### src/include/ebpc_params.svh
// timing counts, reset values and field widths of the external bus pin control
`ifndef EBPC_PARAMS_SVH
`define EBPC_PARAMS_SVH

`define EBPC_ADDR_W       20
`define EBPC_ADDR_LO_W    16
`define EBPC_DATA_W       16
`define EBPC_SYNC_W       3
`define EBPC_SYNC_RST     3'h7
`define EBPC_SYNC_EMU     2
`define EBPC_SYNC_HOLD    1
`define EBPC_SYNC_RSTPIN  0
`define EBPC_ADDR_CYC     2'h1
`define EBPC_XFER_CYC     2'h2
`define EBPC_HOLDER_RST   1'b0
`define EBPC_ADDR_RST     20'h00000
`define EBPC_DATA_RST     16'h0000

`endif

### src/include/ebpc_pkg.sv
// types shared by the external bus pin control
`default_nettype none
`include "ebpc_params.svh"

package ebpc_pkg;

    typedef enum logic [1:0]
    {
        EBPC_SPACE_PROG = 2'h0,
        EBPC_SPACE_DATA = 2'h1,
        EBPC_SPACE_IO   = 2'h2,
        EBPC_SPACE_VECT = 2'h3
    } ebpc_space_type;

    typedef enum logic [3:0]
    {
        EBPC_ST_IDLE = 4'h1,
        EBPC_ST_ADDR = 4'h2,
        EBPC_ST_XFER = 4'h4,
        EBPC_ST_HELD = 4'h8
    } ebpc_state_type;

    typedef struct packed
    {
        ebpc_space_type              space;
        logic                        write;
        logic [`EBPC_ADDR_W-1:0]     addr;
        logic [`EBPC_DATA_W-1:0]     wdata;
    } ebpc_req_type;

    typedef struct packed
    {
        logic [`EBPC_ADDR_W-1:0]     addr;
        logic                        addr_lo_oe;
        logic                        addr_hi_oe;
        logic [`EBPC_DATA_W-1:0]     data_out;
        logic                        data_oe;
        logic [`EBPC_DATA_W-1:0]     keep_val;
        logic                        keep_en;
        logic                        interrupt_ack_n;
        logic                        interrupt_ack_oe;
        logic                        hold_ack_n;
    } ebpc_pins_type;

endpackage

`default_nettype wire

### src/logic/ebpc_pin_sync.sv
// three-flop pin synchroniser; a bit changes once the second and third flops agree
`default_nettype none

module ebpc_pin_sync
#(
    parameter int                W       = 1,
    parameter logic [W-1:0]      RST_VAL = '0
)
(
    input  wire logic            clk_sys,
    input  wire logic            rstn,
    input  wire logic [W-1:0]    pin_in,
    output var  logic [W-1:0]    pin_out
);

    logic [W-1:0]    s1_r;
    logic [W-1:0]    s2_r;
    logic [W-1:0]    s3_r;
    logic [W-1:0]    agree;

    always_ff @(posedge clk_sys or negedge rstn)
    begin
        if (!rstn)
        begin
            s1_r <= RST_VAL;
            s2_r <= RST_VAL;
            s3_r <= RST_VAL;
        end
        else
        begin
            s1_r <= pin_in;
            s2_r <= s1_r;
            s3_r <= s2_r;
        end
    end

    assign agree = ~(s2_r ^ s3_r);

    always_ff @(posedge clk_sys or negedge rstn)
    begin
        if (!rstn)
            pin_out <= RST_VAL;
        else
            pin_out <= (s3_r & agree) | (pin_out & ~agree);
    end

endmodule

`default_nettype wire

### src/logic/ebpc_bus_pins.sv
// external parallel bus pin control: address, data, holders, interrupt acknowledge, hold
//
// What this block does
// low sixteen address lines address program, data and I/O spaces alike.
// upper four address lines are driven only for program space accesses.
// all address lines float in hold mode or while emulator-off is low.
// one shared sixteen-bit bidirectional data bus moves words for every space.
// data drivers float unless writing, and while reset pin or hold asserted.
// data bus floats whenever emulator-off is low, whatever transfer runs.
// enabled holders keep each undriven data pin at its last level.
// holders disabled at reset; software toggles them via the holder-enable bit.
// interrupt acknowledge asserts during vector fetch; vector sits on low address.
// interrupt acknowledge output floats whenever emulator-off is low.
// external master requests hold; once acknowledged device releases its lines.
`default_nettype none
`include "ebpc_params.svh"

module ebpc_bus_pins
(
    input  wire logic                         clk_sys,
    input  wire logic                         rstn,
    input  wire logic                         emulator_off_n,
    input  wire logic                         hold_req_n,
    input  wire logic                         reset_pin_n,
    input  wire logic [`EBPC_DATA_W-1:0]      data_in,
    input  wire logic                         req_valid,
    output logic                              req_ready,
    input  wire ebpc_pkg::ebpc_req_type       req,
    input  wire logic                         interrupt_ack_n_valid,
    output logic                              interrupt_ack_n_ready,
    input  wire logic [`EBPC_ADDR_LO_W-1:0]   interrupt_ack_n_vector,
    output logic                              rsp_valid,
    output logic [`EBPC_DATA_W-1:0]           rsp_rdata,
    input  wire logic                         bank_switch_control_wr,
    input  wire logic                         bank_switch_control_bh,
    output logic                              bus_holder_enable,
    output ebpc_pkg::ebpc_pins_type           pins
);

    import ebpc_pkg::*;

    logic [`EBPC_SYNC_W-1:0]    sync_out;
    logic                       emu_on;
    logic                       hold_s;
    logic                       rst_pin_s;
    logic [`EBPC_DATA_W-1:0]    data_s;

    ebpc_state_type             state_r;
    ebpc_state_type             state_nxt;
    logic [1:0]                 cnt_r;
    logic [1:0]                 cnt_nxt;
    ebpc_space_type             space_r;
    logic                       write_r;
    logic [`EBPC_ADDR_W-1:0]    addr_r;
    logic [`EBPC_DATA_W-1:0]    wdata_r;
    logic [`EBPC_DATA_W-1:0]    rdata_r;
    logic                       rsp_valid_r;
    logic                       hold_ack_n_r;
    logic                       holder_en_r;
    logic [`EBPC_DATA_W-1:0]    keep_r;
    logic                       idle_free;
    logic                       take_interrupt_ack_n;
    logic                       take_req;
    logic                       xfer_last;
    logic                       driving_data;
    logic                       interrupt_ack_n_n_r;

    function automatic logic space_uses_top(input ebpc_space_type sp);
        space_uses_top = (sp == EBPC_SPACE_PROG);
    endfunction

    function automatic logic addr_may_drive(input ebpc_state_type st, input logic emu);
        addr_may_drive = emu && (st != EBPC_ST_HELD);
    endfunction

    // control pins from outside come through three synchroniser flops and an output flop
    ebpc_pin_sync
    #(
        .W       (`EBPC_SYNC_W),
        .RST_VAL (`EBPC_SYNC_RST)
    )
    u_pin_sync
    (
        .clk_sys (clk_sys),
        .rstn    (rstn),
        .pin_in  ({emulator_off_n, hold_req_n, reset_pin_n}),
        .pin_out (sync_out)
    );

    assign emu_on    = sync_out[`EBPC_SYNC_EMU];
    assign hold_s    = ~sync_out[`EBPC_SYNC_HOLD];
    assign rst_pin_s = ~sync_out[`EBPC_SYNC_RSTPIN];
    // data pins answer our own registered address, so they share this clock;
    // a synchroniser here would sample the level from before the address
    assign data_s    = data_in;

    // requests only accepted when idle and the bus is ours
    assign idle_free  = (state_r == EBPC_ST_IDLE) && !hold_s && !rst_pin_s;
    assign interrupt_ack_n_ready = idle_free;
    assign req_ready  = idle_free && !interrupt_ack_n_valid;
    assign take_interrupt_ack_n  = idle_free && interrupt_ack_n_valid;
    assign take_req   = req_ready && req_valid;
    assign xfer_last  = (state_r == EBPC_ST_XFER) && (cnt_r == `EBPC_XFER_CYC - 2'h1);

    always_comb
    begin
        state_nxt = state_r;
        cnt_nxt   = cnt_r;
        case (state_r)
            EBPC_ST_IDLE:
            begin
                cnt_nxt = 2'h0;
                // grant hold
                if (hold_s && !rst_pin_s)
                    state_nxt = EBPC_ST_HELD;
                else if (take_interrupt_ack_n || take_req)
                    state_nxt = EBPC_ST_ADDR;
            end
            EBPC_ST_ADDR:
            begin
                if (cnt_r == `EBPC_ADDR_CYC - 2'h1)
                begin
                    state_nxt = EBPC_ST_XFER;
                    cnt_nxt   = 2'h0;
                end
                else
                    cnt_nxt = cnt_r + 2'h1;
            end
            EBPC_ST_XFER:
            begin
                if (xfer_last)
                begin
                    state_nxt = EBPC_ST_IDLE;
                    cnt_nxt   = 2'h0;
                end
                else
                    cnt_nxt = cnt_r + 2'h1;
            end
            EBPC_ST_HELD:
            begin
                cnt_nxt = 2'h0;
                if (!hold_s)
                    state_nxt = EBPC_ST_IDLE;
            end
            default:
            begin
                state_nxt = EBPC_ST_IDLE;
                cnt_nxt   = 2'h0;
            end
        endcase
        // reset pin aborts any access in flight
        if (rst_pin_s)
        begin
            state_nxt = EBPC_ST_IDLE;
            cnt_nxt   = 2'h0;
        end
    end

    always_ff @(posedge clk_sys or negedge rstn)
    begin
        if (!rstn)
        begin
            state_r <= EBPC_ST_IDLE;
            cnt_r   <= 2'h0;
        end
        else
        begin
            state_r <= state_nxt;
            cnt_r   <= cnt_nxt;
        end
    end

    // latch the access; upper address only kept for program space
    always_ff @(posedge clk_sys or negedge rstn)
    begin
        if (!rstn)
        begin
            space_r <= EBPC_SPACE_DATA;
            write_r <= 1'b0;
            addr_r  <= `EBPC_ADDR_RST;
            wdata_r <= `EBPC_DATA_RST;
        end
        else if (take_interrupt_ack_n)
        begin
            // vector on low address
            space_r <= EBPC_SPACE_VECT;
            write_r <= 1'b0;
            addr_r  <= {4'h0, interrupt_ack_n_vector};
        end
        else if (take_req)
        begin
            space_r <= req.space;
            write_r <= req.write;
            // low sixteen for all spaces
            addr_r[`EBPC_ADDR_LO_W-1:0] <= req.addr[`EBPC_ADDR_LO_W-1:0];
            // top bits for program only
            if (space_uses_top(req.space))
                addr_r[`EBPC_ADDR_W-1:`EBPC_ADDR_LO_W] <= req.addr[`EBPC_ADDR_W-1:`EBPC_ADDR_LO_W];
            wdata_r <= req.wdata;
        end
    end

    // read words come back over the shared data bus
    always_ff @(posedge clk_sys or negedge rstn)
    begin
        if (!rstn)
        begin
            rdata_r     <= `EBPC_DATA_RST;
            rsp_valid_r <= 1'b0;
        end
        else
        begin
            rsp_valid_r <= xfer_last && !rst_pin_s;
            if (xfer_last && !write_r)
                rdata_r <= data_s;
        end
    end

    // acknowledge only once idle
    always_ff @(posedge clk_sys or negedge rstn)
    begin
        if (!rstn)
            hold_ack_n_r <= 1'b1;
        else
            hold_ack_n_r <= !(state_nxt == EBPC_ST_HELD);
    end

    // holders off at reset, software sets them later
    always_ff @(posedge clk_sys or negedge rstn)
    begin
        if (!rstn)
            holder_en_r <= `EBPC_HOLDER_RST;
        else if (rst_pin_s)
            holder_en_r <= `EBPC_HOLDER_RST;
        else if (bank_switch_control_wr)
            holder_en_r <= bank_switch_control_bh;
    end

    // acknowledge from a flop
    always_ff @(posedge clk_sys or negedge rstn)
    begin
        if (!rstn)
            interrupt_ack_n_n_r <= 1'b1;
        else if (take_interrupt_ack_n)
            interrupt_ack_n_n_r <= 1'b0;
        else if (state_nxt == EBPC_ST_IDLE)
            interrupt_ack_n_n_r <= 1'b1;
    end

    // drive data only while writing, own bus, emulator on
    // hold floats the data at once, even mid-write; the access still runs out
    assign driving_data = (state_r == EBPC_ST_XFER) && write_r && emu_on && !hold_s && !rst_pin_s;

    // keep last level seen on the pins
    always_ff @(posedge clk_sys or negedge rstn)
    begin
        if (!rstn)
            keep_r <= `EBPC_DATA_RST;
        else if (driving_data)
            keep_r <= wdata_r;
        else
            keep_r <= data_s;
    end

    assign rsp_valid         = rsp_valid_r;
    assign rsp_rdata         = rdata_r;
    assign bus_holder_enable = holder_en_r;

    always_comb
    begin
        pins.addr       = addr_r;
        // address floats in hold or emulator off
        pins.addr_lo_oe = addr_may_drive(state_r, emu_on);
        pins.addr_hi_oe = addr_may_drive(state_r, emu_on) && space_uses_top(space_r);
        pins.data_out   = wdata_r;
        pins.data_oe    = driving_data;
        pins.keep_val   = keep_r;
        pins.keep_en    = holder_en_r && !driving_data;
        // acknowledge during vector fetch
        pins.interrupt_ack_n  = interrupt_ack_n_n_r;
        // acknowledge floats with emulator off
        pins.interrupt_ack_oe = emu_on;
        pins.hold_ack_n       = hold_ack_n_r;
    end

endmodule

`default_nettype wire

### config.mk
export PLATFORM = sky130hd
export DESIGN_NAME = ebpc_bus_pins
export DESIGN_NICKNAME = d
export VERILOG_FILES = /design/src/include/ebpc_pkg.sv /design/src/logic/ebpc_pin_sync.sv /design/src/logic/ebpc_bus_pins.sv
export VERILOG_INCLUDE_DIRS = /design/src /design/src/include
export SDC_FILE = /design/constraint.sdc
export NUM_CORES = 1
export LEC_CHECK = 0
export BUFFER_PORTS_ARGS = -buffer_cell sky130_fd_sc_hd__buf_2
export CAP_MARGIN = 10
export CELL_PAD_IN_SITES_DETAIL_PLACEMENT = 1
export CELL_PAD_IN_SITES_GLOBAL_PLACEMENT = 2
export CORE_ASPECT_RATIO = 0.8
export CORE_UTILIZATION = 30
export CTS_CLUSTER_SIZE = 28
export DETAILED_ROUTE_END_ITERATION = 16
export PLACE_DENSITY_LB_ADDON = 0.12
export SKIP_LAST_GASP = 1
export SLEW_MARGIN = 20
export SYNTH_ARGS = -nofsm -noshare
export SYNTH_HDL_FRONTEND = slang
export SYNTH_SLANG_ARGS = --single-unit
### constraint.sdc
create_clock -name clk_sys -period 2.4 [get_ports clk_sys]
set_input_delay 0.24 -clock clk_sys [delete_from_list [all_inputs] [get_ports clk_sys]]
set_output_delay 0.24 -clock clk_sys [all_outputs]
set_load 0.03 [all_outputs]
==> run summary <==
The run finished with clean final reports. The first-pass detailed-route iteration total came out at 4. In the final design database the tool counted 531 nets. The congestion estimate from routability-driven global placement came to 0.7200.

The initial antenna violation count is 1. By area the synthesized netlist is led by sky130_fd_sc_hd__dfrtp_1, sky130_fd_sc_hd__mux2_2, sky130_fd_sc_hd__dfstp_2. The total power consumption of the routed design came out at 5.333 mW.

The layout has 1410 filler cells. The number of cell rows is 36. Data on the critical path is required at its endpoint by 2160 ps. The worst setup path is of the register to output port kind. The number of clock sinks seen by CTS is 93. After global routing the overflow that remains totals 0. The time the worst path needs with I/O delays and setup came out at 2291 ps. The worst vdd rail ir drop came out at 0.4019 mV. Clock skew on the completed layout was measured at 8.009 ps. The vertical die dimension came out at 103.4 um.

The cell with the most instances after synthesis is sky130_fd_sc_hd__dfrtp_1. The count of final setup violators is 0. Counting flops with a built-in enable in the synthesized netlist gives 0. The placement-stage cell area came out at 0.004796 sq mm. TritonCTS created 9 clock buffers. With fillers left out, the area of the finished cells amounts to 0.005151 sq mm. The sequential-to-total area share from yosys stat is 60.91%. The die width came out at 128.7 um.

The clock latency reported for the late side of the worst-skew pair is 340 ps. The maximum operating frequency is 436.4 MHz. sky130_fd_sc_hd__dfrtp_1 takes more of the synthesized area than any other cell.

The share of flip-flops with an asynchronous set or reset came out at 100.0%. The data arrival at the endpoint of the critical path came out at 2050 ps. The slew at the pin with the worst max-slew slack came out at 729.8 ps.

The total inserted antenna cells is 0. Internal power comes to 3.434 mW. STA classifies the critical path endpoint as an output port. The number of instances in the synthesized netlist came out at 286.

The count of pins over their slew limit is 0. Once the clock tree was built, the setup fixing pass inserted 0 buffers. In this run the worst path has a maximum fanout of 18. The multi-input combinational cells in the finished layout cover a total of 0.001363 sq mm.

The half-perimeter wire length of the detailed placement result is 6999 um. The number of global-route vias before repair is 3064. The H-tree generated during clock tree synthesis spans 3 levels. The tree is rooted in a sky130_fd_sc_hd__clkbuf_16. The sequential cells in the finished layout cover a total of 0.002347 sq mm. Counting flops and latches in the post-synthesis netlist gives 93. The leakage dissipation is 2.404 nW. The portion of the clock cycle consumed by the worst path in the final layout came out at 95.47%. The net count after synthesis came out at 369. The number of max-cap violations is 0. The final design utilization is 41.74%. The path class of the lowest-slack min-delay path is primary input to register. For met2 alone, demand over resource in global routing was 24.91%. After synthesis, the most frequently instantiated cells are sky130_fd_sc_hd__dfrtp_1, sky130_fd_sc_hd__mux2_2, sky130_fd_sc_hd__nand2_1. In this run the tool buffered the top-level ports with 158 buffer cells. The average instance area after synthesis is 13.47 sq um. The post-route netlist has 54.75% of its cells at a drive strength greater than 1. The power share of the combinational group is 30.2%. The via density per instance is 4.482. The proportion of power drawn by flip-flops and latches is 41.0%. The initial core utilization is 31.22%. The number of buffers between clock root and the deepest sink is 2. The Yosys step of the flow raised 0 warnings.

In this run the most used layer during global routing was met2. The overall global routing resource usage came out at 15.81%. In this run the cell area of the synthesized design comes to 0.003854 sq mm. The final hold violation count came to 0.

The area growth from synthesis to layout is 33.67%. The sum of negative setup slack is 0 ps. The total power per unit cell area came out at 1035 mW/mm^2.

TritonCTS built the clock tree. Summed over all layers, the routed wires come to 9712 um. The number of top-level pins came out at 159.

After detailed routing, the average wire length per cell comes to 15.56 um. The global-route met3 utilization is 5.916%. The relative max-transition margin came out at 51.35%. STA classifies the critical path startpoint as a register. The switching power of the nets came out at 1.899 mW. Once detail routing completed, the nets flagged for antenna violations numbered 0. The first routing iteration left 66 violations.

For this run, the leading register cell type out of synthesis is sky130_fd_sc_hd__dfrtp_1. The first global-routing pass estimated 15930 um of wire. The number of design rule violations left after detail routing came out at 0. The worst hold-check slack is 13.00 ps. Setup repair after global routing left no endpoint under its margin. The area enclosed by the die boundary came out at 0.01331 sq mm. Counting distinct cell types in the post-synthesis netlist gives 45. Entering global routing, the biggest net connects 56 pins.

The met1 demand-to-capacity share in global routing is 20.19%. The placeable core area is 0.01234 sq mm. The fraction of power spent switching nets is 35.61%. The top cell type's share of synthesized area is 50.00%. The clock transition time at the flip-flop clock pins of the worst setup and hold paths came out at 60 ps. Detailed routing inserted a total of 2797 vias. The share of total power dissipated in the clock network is 28.8%.
-- worst max-delay path: stages (launching register included) --
cell,delay [ps]
sky130_fd_sc_hd__dfrtp_1,460
sky130_fd_sc_hd__or4b_4,620
sky130_fd_sc_hd__nor2_8,350
sky130_fd_sc_hd__buf_2,270
-- registers in the layout, indices dropped and copies added, names as in the netlist, named ones only --
register,count
addr_r,20
keep_r,16
rsp_rdata,16
wdata_r,16
state_r,4
u_pin_sync.s1_r,3
u_pin_sync.s2_r,3
u_pin_sync.s3_r,3
cnt_r,2
space_r,2
bus_holder_enable,1
hold_ack_n_r,1
interrupt_ack_n_n_r,1
rsp_valid,1
write_r,1
-- cell usage in the layout, fill, tap and decap left out, types with 2 or more instances in the layout --
master and instances:
sky130_fd_sc_hd__buf_2 157, sky130_fd_sc_hd__dfrtp_1 77, sky130_fd_sc_hd__mux2_2 44, sky130_fd_sc_hd__nand2_1 25, sky130_fd_sc_hd__mux2i_1 17, sky130_fd_sc_hd__o21ai_1 16
sky130_fd_sc_hd__dfstp_2 16, sky130_fd_sc_hd__clkbuf_16 9, sky130_fd_sc_hd__buf_4 9, sky130_fd_sc_hd__nor2_1 8, sky130_fd_sc_hd__a21oi_1 6, sky130_fd_sc_hd__inv_1 5
sky130_fd_sc_hd__nor2b_1 4, sky130_fd_sc_hd__mux2_1 4, sky130_fd_sc_hd__nand3_1 4, sky130_fd_sc_hd__nand2b_1 3, sky130_fd_sc_hd__nand3b_1 3, sky130_fd_sc_hd__maj3_1 3
sky130_fd_sc_hd__o21ai_0 3, sky130_fd_sc_hd__ha_1 3, sky130_fd_sc_hd__dlygate4sd3_1 3, sky130_fd_sc_hd__xnor2_1 2, sky130_fd_sc_hd__nor3b_1 2, sky130_fd_sc_hd__nor3_4 2
sky130_fd_sc_hd__a22oi_1 2, sky130_fd_sc_hd__clkinv_4 2, sky130_fd_sc_hd__bufinv_16 2
-- routing by layer --
| layer | routed length [um] | up-vias | share of wire (%) |
|---|---|---|---|
| met2 | 4572 | 83 | 47 |
| li1 | - | 1309 | - |
| met5 | 0 | - | 0 |
| met4 | 100 | 0 | 1.0 |
| met1 | 4320 | 1397 | 44 |
| met3 | 719 | 8 | 7.4 |
-- stage by stage --
step                      std cells  setup slack (ps)
after detailed placement        605             307.8
after global routing            624             8.053
after CTS                       623             81.30
after global placement          605             407.1
after floorplan                 286             256.8
final                           624             108.7
-- cells by family (layout without fill, tap and decap cells) --
logic type | count (synthesis) | after routing | share of synthesized area (%)
buffers and inverters | 23 | 190 | 3.896
adder cells (fa/ha/maj) | 6 | 6 | 1.753
flip-flops | 93 | 93 | 60.91
AO/OA/AOI/OAI | 32 | 32 | 4.708
AND/OR/NAND/NOR | 65 | 65 | 9.838
XOR/XNOR | 2 | 2 | 0.4546
multiplexers | 65 | 65 | 18.44
-- worst paths after layout --
path | start | to | slack (ps) | cells after the start
worst max-delay path | state_r[3] | pins[20] | 110 | 3
worst min-delay path | emulator_off_n | u_pin_sync.s1_r[2] | 10 | 1
worst max register to register | state_r[0] | wdata_r[9] | 340 | 4
worst min register to register | u_pin_sync.s1_r[2] | u_pin_sync.s2_r[2] | 360 | 0
max in group asynchronous | rstn | rsp_rdata[1] | 1170 | 3
min in group asynchronous | rstn | addr_r[17] | 480 | 2
-- repair_timing --
item | in CTS | in global routing
hold buffers | 2 | 1
endpoints found under the setup margin | 0 | 0
hold endpoints to repair | 2 | 1
resized for setup | 0 | 0
-- layout make-up --
cell class	instances	area share [%]
clock inverter	6	1.676
timing repair buffer	169	17.15
clock buffer	10	4.639
sequential	93	45.57
tap	171	4.154
multi-input combinational	170	26.45
inverter	5	0.3643
-- power by group through the flow --
stage	Clock (mW)	Combinational (mW)	Sequential, mW
2_1_floorplan	0	0.504	2.77
3_3_place_gp	0	1.61	2.21
3_5_place_dp	0	1.63	2.22
4_1_cts	1.60	1.64	2.20
5_1_grt	1.65	1.74	2.26
6_report	1.54	1.61	2.19
(Power assumes the default switching activity.)
